==> src/design/pba_pkg.sv <==
// Shared constants, carrier types and arithmetic for the reference timing block.
package pba_pkg;

  //----------------------------------------------------------------------------
  // Packet layout
  //----------------------------------------------------------------------------
  localparam logic [7:0] SYNC_BYTE         = 8'h47;
  localparam logic [7:0] POS_SYNC          = 8'h00;
  localparam logic [7:0] POS_PID_HI        = 8'h01;
  localparam logic [7:0] POS_PID_LO        = 8'h02;
  localparam logic [7:0] POS_CTRL          = 8'h03;
  localparam logic [7:0] POS_AF_LEN        = 8'h04;
  localparam logic [7:0] POS_AF_FLAGS      = 8'h05;
  localparam logic [7:0] POS_PCR_FIRST     = 8'h06;
  localparam logic [7:0] POS_PCR_BASE_LAST = 8'h0a;
  localparam logic [7:0] POS_PCR_EXT_LO    = 8'h0b;
  localparam logic [7:0] POS_PKT_LAST      = 8'hbb;
  localparam int unsigned PID_W            = 13;
  localparam int unsigned BIT_AF_PRESENT   = 5;
  localparam int unsigned BIT_DISCONT      = 7;
  localparam int unsigned BIT_PCR_FLAG     = 4;

  //----------------------------------------------------------------------------
  // Clock reference format and arithmetic widths
  //----------------------------------------------------------------------------
  localparam int unsigned BASE_W   = 33;
  localparam int unsigned EXT_W    = 9;
  localparam int unsigned EXT_MOD  = 300;
  localparam int unsigned PCR_W    = BASE_W + EXT_W;
  localparam int unsigned FRAC_W   = 16;
  localparam int unsigned AW       = PCR_W + FRAC_W;
  localparam int unsigned IDX_W    = 32;
  localparam int unsigned RATE_W   = 32;
  localparam int unsigned NOMINAL_BYTE_TICKS = 8;
  localparam logic [EXT_W-1:0]  EXT_LAST  = EXT_W'(EXT_MOD - 1);
  localparam logic [PCR_W-1:0]  PCR_WRAP  = PCR_W'(EXT_MOD) << BASE_W;
  localparam logic [AW-1:0]     WRAP_FX   = {PCR_WRAP, {FRAC_W{1'b0}}};
  localparam logic [RATE_W-1:0] RATE_RESET = RATE_W'(NOMINAL_BYTE_TICKS) << FRAC_W;

  //----------------------------------------------------------------------------
  // Carrier types
  //----------------------------------------------------------------------------
  typedef struct packed {
    logic [BASE_W-1:0] base;
    logic [EXT_W-1:0]  ext;
  } pba_pcr_t;

  typedef struct packed {
    logic [7:0]       data;
    logic             is_ref;
    logic [PCR_W-1:0] arrival;
    logic [IDX_W-1:0] index;
  } pba_stamp_t;

  //----------------------------------------------------------------------------
  // Helpers
  //----------------------------------------------------------------------------
  // Full reference value in system clock cycles: coarse times 300 plus fine.
  function automatic logic [PCR_W-1:0] pcr_value(input pba_pcr_t p);
    return PCR_W'(p.base) * PCR_W'(EXT_MOD) + PCR_W'(p.ext);
  endfunction

  // Fixed-point time sum that wraps where the reference value wraps.
  function automatic logic [AW-1:0] fx_add(input logic [AW-1:0] a, input logic [AW-1:0] b);
    logic [AW:0] sum;
    sum = {1'b0, a} + {1'b0, b};
    if (sum >= {1'b0, WRAP_FX}) begin
      sum = sum - {1'b0, WRAP_FX};
    end
    return sum[AW-1:0];
  endfunction

endpackage

==> src/design/pba_fifo.sv <==
// Shift-register FIFO whose head word and flags come straight from flip-flops.
module pba_fifo #(
  parameter int unsigned WIDTH = 8,
  parameter int unsigned DEPTH = 4
) (
  input  wire logic             mclk,
  input  wire logic             rst,
  input  wire logic             in_valid,
  input  wire logic [WIDTH-1:0] in_data,
  output logic                  in_ready,
  output logic                  out_valid,
  output logic [WIDTH-1:0]      out_data,
  input  wire logic             out_ready
);
  localparam int unsigned CW = $clog2(DEPTH + 1);

  logic [WIDTH-1:0] mem_q [DEPTH];
  logic [CW-1:0]    count_q;
  logic [CW-1:0]    count_d;
  logic [CW-1:0]    wr_idx;
  logic             push;
  logic             pop;

  if (DEPTH < 2 || WIDTH < 1) begin
    $error("pba_fifo needs DEPTH of at least 2 and WIDTH of at least 1.");
  end

  // A pop and a push in one cycle are both honoured, but a full FIFO drops in_ready and takes no push while it pops.
  assign push    = in_valid && in_ready;
  assign pop     = out_valid && out_ready;
  assign count_d = count_q + CW'(push) - CW'(pop);
  assign wr_idx  = count_q - CW'(pop);
  assign out_data = mem_q[0];

  // Occupancy and the registered flags derived from the next occupancy.
  always_ff @(posedge mclk) begin
    if (rst) begin
      count_q   <= '0;
      out_valid <= 1'b0;
      in_ready  <= 1'b1;
    end else begin
      count_q   <= count_d;
      out_valid <= count_d != '0;
      in_ready  <= count_d != CW'(DEPTH);
    end
  end

  // Each slot shifts toward the head on a pop and takes the new word when it is the tail.
  for (genvar i = 0; i < DEPTH; i++) begin
    always_ff @(posedge mclk) begin
      if (push && wr_idx == CW'(i)) begin
        mem_q[i] <= in_data;
      end else if (pop) begin
        if (i < DEPTH - 1) begin
          mem_q[i] <= mem_q[(i + 1) % DEPTH];
        end
      end
    end
  end

endmodule

==> src/design/pba_divider.sv <==
// Sequential restoring divider that yields one quotient bit per clock.
module pba_divider #(
  parameter int unsigned NUM_W = 58,
  parameter int unsigned DEN_W = 32
) (
  input  wire logic             mclk,
  input  wire logic             rst,
  input  wire logic             start,
  input  wire logic [NUM_W-1:0] num,
  input  wire logic [DEN_W-1:0] den,
  output logic                  busy,
  output logic                  done,
  output logic [NUM_W-1:0]      quot
);
  typedef enum logic {DIV_IDLE, DIV_RUN} pba_div_state_t;
  localparam int unsigned CW = $clog2(NUM_W + 1);

  pba_div_state_t   state_q;
  logic [CW-1:0]    cnt_q;
  logic [DEN_W:0]   rem_q;
  logic [DEN_W:0]   rem_shift;
  logic [DEN_W-1:0] den_q;
  logic [NUM_W-1:0] work_q;
  logic             fits;

  if (NUM_W < 2 || DEN_W < 1) begin
    $error("pba_divider needs NUM_W of at least 2 and DEN_W of at least 1.");
  end

  // The dividend shifts out of the top of work_q while quotient bits shift in below.
  assign rem_shift = {rem_q[DEN_W-1:0], work_q[NUM_W-1]};
  assign fits      = rem_shift >= {1'b0, den_q};
  assign busy      = state_q == DIV_RUN;
  assign quot      = work_q;

  // Sequencing: one pass of NUM_W cycles per start; starts while running are ignored.
  always_ff @(posedge mclk) begin
    if (rst) begin
      state_q <= DIV_IDLE;
      cnt_q   <= '0;
      done    <= 1'b0;
    end else begin
      done <= 1'b0;
      case (state_q)
        DIV_IDLE: begin
          if (start) begin
            state_q <= DIV_RUN;
            cnt_q   <= CW'(NUM_W);
          end
        end
        DIV_RUN: begin
          cnt_q <= cnt_q - CW'(1);
          if (cnt_q == CW'(1)) begin
            state_q <= DIV_IDLE;
            done    <= 1'b1;
          end
        end
        default: state_q <= DIV_IDLE;
      endcase
    end
  end

  // Datapath.
  always_ff @(posedge mclk) begin
    if (rst) begin
      rem_q  <= '0;
      work_q <= '0;
      den_q  <= '0;
    end else if (state_q == DIV_IDLE && start) begin
      rem_q  <= '0;
      work_q <= num;
      den_q  <= den;
    end else if (state_q == DIV_RUN) begin
      rem_q  <= fits ? rem_shift - {1'b0, den_q} : rem_shift;
      work_q <= {work_q[NUM_W-2:0], fits};
    end
  end

endmodule

==> src/design/pba_timing_top.sv <==
// Reference extraction, transport rate measurement and per-byte arrival stamping for one program.
//------------------------------------------------------------------------------
// What this block does
// - Coarse reference counts the system clock divided by 300 and wraps at two^33.
// - Reference is 33-bit coarse plus 9-bit fine; value is coarse*300 plus fine.
// - A reference stamps the byte holding the last bit of its coarse field.
// - Rate is bytes between reference bytes over the difference of reference values.
// - Each byte time is the earlier reference plus its offset divided by the rate.
// - After a timebase discontinuity, keep timing with the old timebase's last rate.
// - Rates count system clock cycles; nominal rate moves one byte per 8 cycles.
// - Only one selected program is decoded and all timing uses its time base.
// - References come only from adaptation fields of the selected reference identifier.
// - Stream bytes are numbered consecutively from zero for byte counting and stamping.
// - The 13-bit packet identifier sits in the 4-byte prefix and selects packets.
//------------------------------------------------------------------------------
module pba_timing_top #(
  parameter int unsigned FIFO_DEPTH = 4
) (
  input  wire logic                         mclk,
  input  wire logic                         rst,
  input  wire logic [pba_pkg::PID_W-1:0]    sel_pid,
  input  wire logic                         in_valid,
  input  wire logic [7:0]                   in_data,
  output logic                              in_ready,
  output logic                              out_valid,
  output pba_pkg::pba_stamp_t               out_stamp,
  input  wire logic                         out_ready,
  output logic [pba_pkg::RATE_W-1:0]        rate_ticks,
  output logic                              ref_strobe,
  output logic                              ref_discont,
  output pba_pkg::pba_pcr_t                 ref_pcr,
  output pba_pkg::pba_pcr_t                 ref_local
);
  localparam int unsigned AW     = pba_pkg::AW;
  localparam int unsigned PCR_W  = pba_pkg::PCR_W;
  localparam int unsigned BASE_W = pba_pkg::BASE_W;
  localparam int unsigned IDX_W  = pba_pkg::IDX_W;
  localparam int unsigned RATE_W = pba_pkg::RATE_W;
  localparam int unsigned FRAC_W = pba_pkg::FRAC_W;

  if (FIFO_DEPTH < 2) begin
    $error("pba_timing_top needs FIFO_DEPTH of at least 2.");
  end

  //----------------------------------------------------------------------------
  // Declarations
  //----------------------------------------------------------------------------
  logic                        accept;
  logic                        ref_byte;
  logic                        pcr_done;
  pba_pkg::pba_stamp_t         stamp;
  logic [7:0]                  pos_q;
  logic [pba_pkg::PID_W-1:0]   pid_q;
  logic                        af_present_q;
  logic [7:0]                  af_len_q;
  logic                        pcr_sel_q;
  logic                        disc_q;
  logic [BASE_W-1:0]           pcr_base_q;
  logic                        ext_hi_q;
  logic [IDX_W-1:0]            byte_idx_q;
  logic [IDX_W-1:0]            ref_idx_q;
  logic [IDX_W-1:0]            prev_idx_q;
  logic [PCR_W-1:0]            prev_pcr_q;
  logic                        have_prev_q;
  pba_pkg::pba_pcr_t           stc_q;
  logic [AW-1:0]               arr_q;
  logic [RATE_W-1:0]           rate_q;
  pba_pkg::pba_pcr_t           pcr_now;
  logic [PCR_W-1:0]            pcr_ticks;
  logic [PCR_W-1:0]            pcr_delta;
  logic [IDX_W-1:0]            idx_delta;
  logic                        div_start;
  logic                        div_busy;
  logic                        div_done;
  logic [AW-1:0]               div_quot;

  //----------------------------------------------------------------------------
  // Byte acceptance and reference decode
  //----------------------------------------------------------------------------
  // A byte is taken only when the FIFO can hold its stamp, so back-pressure stalls the source.
  assign accept   = in_valid && in_ready;
  assign ref_byte = accept && pcr_sel_q && pos_q == pba_pkg::POS_PCR_BASE_LAST;
  assign pcr_done = accept && pcr_sel_q && pos_q == pba_pkg::POS_PCR_EXT_LO;

  // The fine part's low byte arrives live on the bus in the completing cycle.
  assign pcr_now   = {pcr_base_q, ext_hi_q, in_data};
  assign pcr_ticks = pba_pkg::pcr_value(pcr_now);

  // Reference difference taken modulo the full reference wrap.
  assign pcr_delta = (pcr_ticks >= prev_pcr_q) ? pcr_ticks - prev_pcr_q
                                               : pcr_ticks + (pba_pkg::PCR_WRAP - prev_pcr_q);
  assign idx_delta = ref_idx_q - prev_idx_q;

  // A new rate is measured only inside one timebase; a discontinuity keeps the old rate.
  assign div_start = pcr_done && have_prev_q && !disc_q && !div_busy && idx_delta != '0;

  //----------------------------------------------------------------------------
  // Packet position tracking
  //----------------------------------------------------------------------------
  // Position stays at zero until a sync byte shows up, which also recovers from lost alignment.
  always_ff @(posedge mclk) begin
    if (rst) begin
      pos_q <= pba_pkg::POS_SYNC;
    end else if (accept) begin
      if (pos_q == pba_pkg::POS_SYNC && in_data != pba_pkg::SYNC_BYTE) begin
        pos_q <= pba_pkg::POS_SYNC;
      end else if (pos_q == pba_pkg::POS_PKT_LAST) begin
        pos_q <= pba_pkg::POS_SYNC;
      end else begin
        pos_q <= pos_q + 8'h01;
      end
    end
  end

  // Every byte of the stream gets the next index, counting from zero.
  always_ff @(posedge mclk) begin
    if (rst) begin
      byte_idx_q <= '0;
    end else if (accept) begin
      byte_idx_q <= byte_idx_q + IDX_W'(1);
    end
  end

  //----------------------------------------------------------------------------
  // Prefix and adaptation field parsing
  //----------------------------------------------------------------------------
  // Packet identifier and adaptation field control from the 4-byte prefix.
  always_ff @(posedge mclk) begin
    if (rst) begin
      pid_q        <= '0;
      af_present_q <= 1'b0;
      af_len_q     <= 8'h00;
    end else if (accept) begin
      case (pos_q)
        pba_pkg::POS_PID_HI: pid_q[pba_pkg::PID_W-1:8] <= in_data[pba_pkg::PID_W-9:0];
        pba_pkg::POS_PID_LO: pid_q[7:0] <= in_data;
        pba_pkg::POS_CTRL:   af_present_q <= in_data[pba_pkg::BIT_AF_PRESENT];
        pba_pkg::POS_AF_LEN: af_len_q <= in_data;
        default: begin
        end
      endcase
    end
  end

  // The flag byte decides whether this packet carries a usable reference for our program.
  // Other programs' references are ignored, since their time bases are unrelated to ours.
  always_ff @(posedge mclk) begin
    if (rst) begin
      pcr_sel_q <= 1'b0;
      disc_q    <= 1'b0;
    end else if (accept) begin
      if (pos_q == pba_pkg::POS_AF_FLAGS) begin
        pcr_sel_q <= af_present_q && af_len_q != 8'h00 && in_data[pba_pkg::BIT_PCR_FLAG]
                     && pid_q == sel_pid;
        disc_q    <= af_present_q && af_len_q != 8'h00 && in_data[pba_pkg::BIT_DISCONT];
      end else if (pos_q == pba_pkg::POS_PKT_LAST) begin
        pcr_sel_q <= 1'b0;
      end
    end
  end

  // Coarse field gathers MSB first over five bytes; fine high bit shares the fifth byte.
  always_ff @(posedge mclk) begin
    if (rst) begin
      pcr_base_q <= '0;
      ext_hi_q   <= 1'b0;
    end else if (accept && pcr_sel_q) begin
      if (pos_q >= pba_pkg::POS_PCR_FIRST && pos_q < pba_pkg::POS_PCR_BASE_LAST) begin
        pcr_base_q <= {pcr_base_q[BASE_W-9:0], in_data};
      end else if (pos_q == pba_pkg::POS_PCR_BASE_LAST) begin
        pcr_base_q <= {pcr_base_q[BASE_W-2:0], in_data[7]};
        ext_hi_q   <= in_data[0];
      end
    end
  end

  //----------------------------------------------------------------------------
  // Local system time clock
  //----------------------------------------------------------------------------
  // Fine part counts 0 to 299; the coarse part steps once per fine wrap and wraps by width.
  always_ff @(posedge mclk) begin
    if (rst) begin
      stc_q <= '0;
    end else if (stc_q.ext == pba_pkg::EXT_LAST) begin
      stc_q.ext  <= '0;
      stc_q.base <= stc_q.base + BASE_W'(1);
    end else begin
      stc_q.ext <= stc_q.ext + pba_pkg::EXT_W'(1);
    end
  end

  // The local time is caught on the reference byte so software can compare the two clocks.
  always_ff @(posedge mclk) begin
    if (rst) begin
      ref_local <= '0;
      ref_idx_q <= '0;
    end else if (ref_byte) begin
      ref_local <= stc_q;
      ref_idx_q <= byte_idx_q;
    end
  end

  //----------------------------------------------------------------------------
  // Reference bookkeeping and rate measurement
  //----------------------------------------------------------------------------
  // Each completed reference becomes the anchor of the next interval, also across a new timebase.
  always_ff @(posedge mclk) begin
    if (rst) begin
      prev_pcr_q  <= '0;
      prev_idx_q  <= '0;
      have_prev_q <= 1'b0;
      ref_strobe  <= 1'b0;
      ref_discont <= 1'b0;
      ref_pcr     <= '0;
    end else begin
      ref_strobe <= pcr_done;
      if (pcr_done) begin
        prev_pcr_q  <= pcr_ticks;
        prev_idx_q  <= ref_idx_q;
        have_prev_q <= 1'b1;
        ref_discont <= disc_q;
        ref_pcr     <= pcr_now;
      end
    end
  end

  // Ticks per byte in fixed point: the rate inverse, in system clock cycles.
  pba_divider #(
    .NUM_W (AW),
    .DEN_W (IDX_W)
  ) u_divider (
    .mclk  (mclk),
    .rst   (rst),
    .start (div_start),
    .num   ({pcr_delta, {FRAC_W{1'b0}}}),
    .den   (idx_delta),
    .busy  (div_busy),
    .done  (div_done),
    .quot  (div_quot)
  );

  // The measured spacing replaces the old one only when a division finishes; it saturates
  // rather than wrap, because a wrapped spacing would put stamps far in the past.
  always_ff @(posedge mclk) begin
    if (rst) begin
      rate_q <= pba_pkg::RATE_RESET;
    end else if (div_done) begin
      rate_q <= (|div_quot[AW-1:RATE_W]) ? '1 : div_quot[RATE_W-1:0];
    end
  end

  assign rate_ticks = rate_q;

  //----------------------------------------------------------------------------
  // Arrival time interpolation
  //----------------------------------------------------------------------------
  // The accumulator holds the time of the byte now on the input. At the reference's last
  // byte it is re-anchored two byte spacings after the reference value, since the reference
  // byte sits one byte earlier; bytes after a discontinuity keep the held spacing.
  always_ff @(posedge mclk) begin
    if (rst) begin
      arr_q <= '0;
    end else if (pcr_done) begin
      arr_q <= pba_pkg::fx_add({pcr_ticks, {FRAC_W{1'b0}}}, AW'(rate_q) << 1);
    end else if (accept) begin
      arr_q <= pba_pkg::fx_add(arr_q, AW'(rate_q));
    end
  end

  // Stamp for the byte on the input; the FIFO registers it.
  always_comb begin
    stamp.data    = in_data;
    stamp.is_ref  = ref_byte;
    stamp.arrival = arr_q[AW-1:FRAC_W];
    stamp.index   = byte_idx_q;
  end

  //----------------------------------------------------------------------------
  // Output buffer
  //----------------------------------------------------------------------------
  pba_fifo #(
    .WIDTH ($bits(pba_pkg::pba_stamp_t)),
    .DEPTH (FIFO_DEPTH)
  ) u_fifo (
    .mclk      (mclk),
    .rst       (rst),
    .in_valid  (in_valid),
    .in_data   (stamp),
    .in_ready  (in_ready),
    .out_valid (out_valid),
    .out_data  (out_stamp),
    .out_ready (out_ready)
  );

endmodule

==> config.mk <==
export PLATFORM = sky130hd
export DESIGN_NAME = pba_timing_top
export DESIGN_NICKNAME = d
export VERILOG_FILES = /design/src/design/pba_pkg.sv /design/src/design/pba_fifo.sv /design/src/design/pba_divider.sv /design/src/design/pba_timing_top.sv
export SDC_FILE = /design/constraint.sdc
export NUM_CORES = 2
export LEC_CHECK = 0
export ABC_AREA = 1
export BUFFER_PORTS_ARGS = -buffer_cell sky130_fd_sc_hd__buf_2
export CAP_MARGIN = 10
export CELL_PAD_IN_SITES_DETAIL_PLACEMENT = 1
export CELL_PAD_IN_SITES_GLOBAL_PLACEMENT = 1
export CORE_MARGIN = 2
export CORE_UTILIZATION = 48
export CTS_BUF_LIST = sky130_fd_sc_hd__clkbuf_4 sky130_fd_sc_hd__clkbuf_8
export DETAILED_ROUTE_END_ITERATION = 8
export PLACE_DENSITY = 0.81
export SETUP_SLACK_MARGIN = 0.05
export SYNTH_ARGS = -nofsm -noshare
export SYNTH_HDL_FRONTEND = slang
export SYNTH_SLANG_ARGS = --single-unit
export TNS_END_PERCENT = 1
==> constraint.sdc <==
create_clock -name mclk -period 7.4 [get_ports mclk]
set_input_delay 0.37 -clock mclk [delete_from_list [all_inputs] [get_ports mclk]]
set_output_delay 0.37 -clock mclk [all_outputs]
set_load 0.01 [all_outputs]
==> run summary <==
post-layout min period -> 7.00 ns
Worst-Skew Late Latency -> 0.92 ns
cts bufs inserted -> 152
slew margin rel. -> 0.198
critical path data required time -> 8.19 ns
top-area cell type share of the netlist area -> 0.202
largest net degree at the start of global routing -> 161
Worst Setup End Kind -> register
Setup crit start kind -> register
Routed wire per std cell -> 20.6 um
Layout Skew -> 0.0745 ns
GPL Wtd Cong -> 0.932
Synth area leaders -> dfxtp_1 20%, edfxtp_1 18%, nand2_1 11%
Max Freq -> 143 MHz
worst stage delay on the critical path -> 0.62 ns
Slew Viols, Final -> 0
mapped cell area -> 0.0551 mm^2
final hold vios -> 0
area grow syn2layout -> 13.5%
total die area -> 0.118 mm^2
CTS Root Cell -> clkbuf_8
post-DP HPWL -> 144,000 um
commonest register cell after synthesis -> dfxtp_1
H-tree levels -> 4
routed vias/inst -> 5.61
number of I/O port buffers -> 227
fill count -> 14,368
boundary pin count -> 228
mean post-synth cell area -> 7.61 um^2
CTS tree -> yes
Lkg Pwr -> 0.0276 uW
Sink Count -> 888
Post-synth ARST share -> 0
chip width -> 343 um
WL final -> 189,000 um
DR DRC count -> 0
CP Max Fanout -> 9
Syn Nets -> 7,704
Worst Tran Pin Value -> 1.20 ns
clk buf depth -> 3
starting density of the core -> 0.483
num rows -> 124
commonest cells in the netlist -> 1,588 x nand2_1, 929 x inv_1, 649 x o21ai_0, 627 x a21oi_1, 556 x dfxtp_1
area post-placement -> 0.0586 mm^2
critical path's most frequent cell -> nand2_1
die height -> 343 um
Max VDD drop -> 209 uV
ANT nets after route -> 0
Cell variety after synth -> 59
# setup viols final -> 0
Hold Crit Class -> input port to register
kind of critical path -> register to register
Worst Path Arrival -> 7.79 ns
outcome -> completed
Synth area leader -> dfxtp_1
initial DRC count -> 2,918
DR vias -> 51,557
TritonRoute pass-1 iters -> 5
Synth Register Bits -> 888
most frequent cell after synthesis -> nand2_1
Final Net Count -> 8,017
setup TNS -> 0 ns
register area share after synthesis -> 0.383
share of cells above drive strength 1 -> 0.127
core footprint -> 0.114 mm^2
Ys Warns -> 0
setup repair after global routing missed its margin -> true
MaxCap Viol Count -> 0
Congestion Overflow GR -> 0
share of the clock period used by the worst path -> 0.946
Clock transition at path regs -> 0.06 ns
Core Util, Final -> 0.549
first-pass GRT wire length -> 297,000 um
overall routing resource usage -> 0.319
number of global-route vias before repair -> 54,164
post-synthesis cell count -> 7,246
Post-synth EDFFs -> 332
initial antenna violation count -> 3
Slowest cell on crit path -> fa_2
Power Total -> 13,500 uW
Final Instance Area -> 0.0626 mm^2
power per cell area -> 216 mW/mm^2
Fin Hold WS -> 0.155 ns
## worst max-delay path, delay by kind of cell (launching register included)
kind	cells	cell delay, ns
AOI/OAI and AO/OA	5	0.87
adders and majority gates	7	2.83
xor gates and xnor gates	1	0.16
DFF	1	0.35
and+or+nand+nor	17	2.02
buffers and inverters	6	0.64
## area by class of cell
cell class                      instances  area, um^2  share of cell area
Tap cell                             1512        1890              0.0302
Antenna cell                            2        5.00           0.0000800
Timing Repair Buffer                  428        2740              0.0438
Clock buffer                          239        2890              0.0462
Inverter                              964        3640              0.0581
Sequential cell                       888       21100               0.338
Multi-Input combinational cell       5125       29800               0.477
Clock inverter                         37         424             0.00678
## report_power, final
group,internal [uW],leakage (uW),switching [uW]
combinational,583,0.0182,1550
clock,2720,0.00175,2190
sequential,6090,0.00769,383
total,9390,0.0276,4120
## per-stage QoR
step	instances	worst slack, ns
finish	9195	0.397
global route	9194	-0.0144
CTS	9182	0.0559
detailed placement	8894	-0.0493
global placement	8894	0.152
floorplan	7246	1.06
## per-layer routing
layer | GRT usage | part of all wire
met4 | 0.141 | 0.044
met5 | 0 | 0.000037
met3 | 0.0376 | 0.037
met2 | 0.588 | 0.51
met1 | 0.370 | 0.41
## cell usage in the layout, fill, tap and decap left out, drive strengths merged, types with 11 or more instances in the layout
cell         count
nand3          322
nand3b          14
nor4            53
nor3            76
inv            961
fa             102
clkbuf         239
or2             12
xor2           141
edfxtp         332
a21oi          637
a21o            11
o21a            19
ha             331
o211ai          43
o221ai          31
dlygate4sd3     12
o21ai          659
clkinv          29
nand4           95
buf            416
a31oi           92
nand2         1649
xnor2           92
a211oi          91
o21bai          18
nor2           575
dfxtp          556
## final timing paths
kind | start | to | slack, ns | cells after the start
min reg2reg | byte_idx_q[26] | u_fifo.mem_q[3][26] | 0.43 | 0
min | in_valid | arr_q[50] | 0.16 | 5
max reg2reg | pcr_base_q[18] | u_divider.quot[54] | 0.40 | 36
max | pcr_base_q[18] | u_divider.quot[54] | 0.40 | 36
## sequential cells by signal (all words and copies together) (netlist names), 32 cells and up
register and cells:
u_fifo.mem_q 332, arr_q 58, u_divider.quot 58, ref_local 42
ref_pcr 42, stc_q 42, prev_pcr_q 40, pcr_base_q 33
byte_idx_q 32, prev_idx_q 32, rate_ticks 32, ref_idx_q 32
u_divider.den_q 32, u_divider.rem_q 32
## cells by family after synthesis
family,share of synthesized area
simple gates,0.218
compound gates,0.165
buf+inv,0.0847
flops,0.383
fa+ha+maj,0.112
xor+xnor,0.0370
## repair_timing
action	4_1_cts	5_1_grt
setup buffers	0	10
setup endpoints to repair	11	47
resized for setup	10	132
hold buffers	12	0
pin swaps	0	11
endpoints found under the hold margin	35	0
No activity file was read; power rests on OpenSTA's default activity.
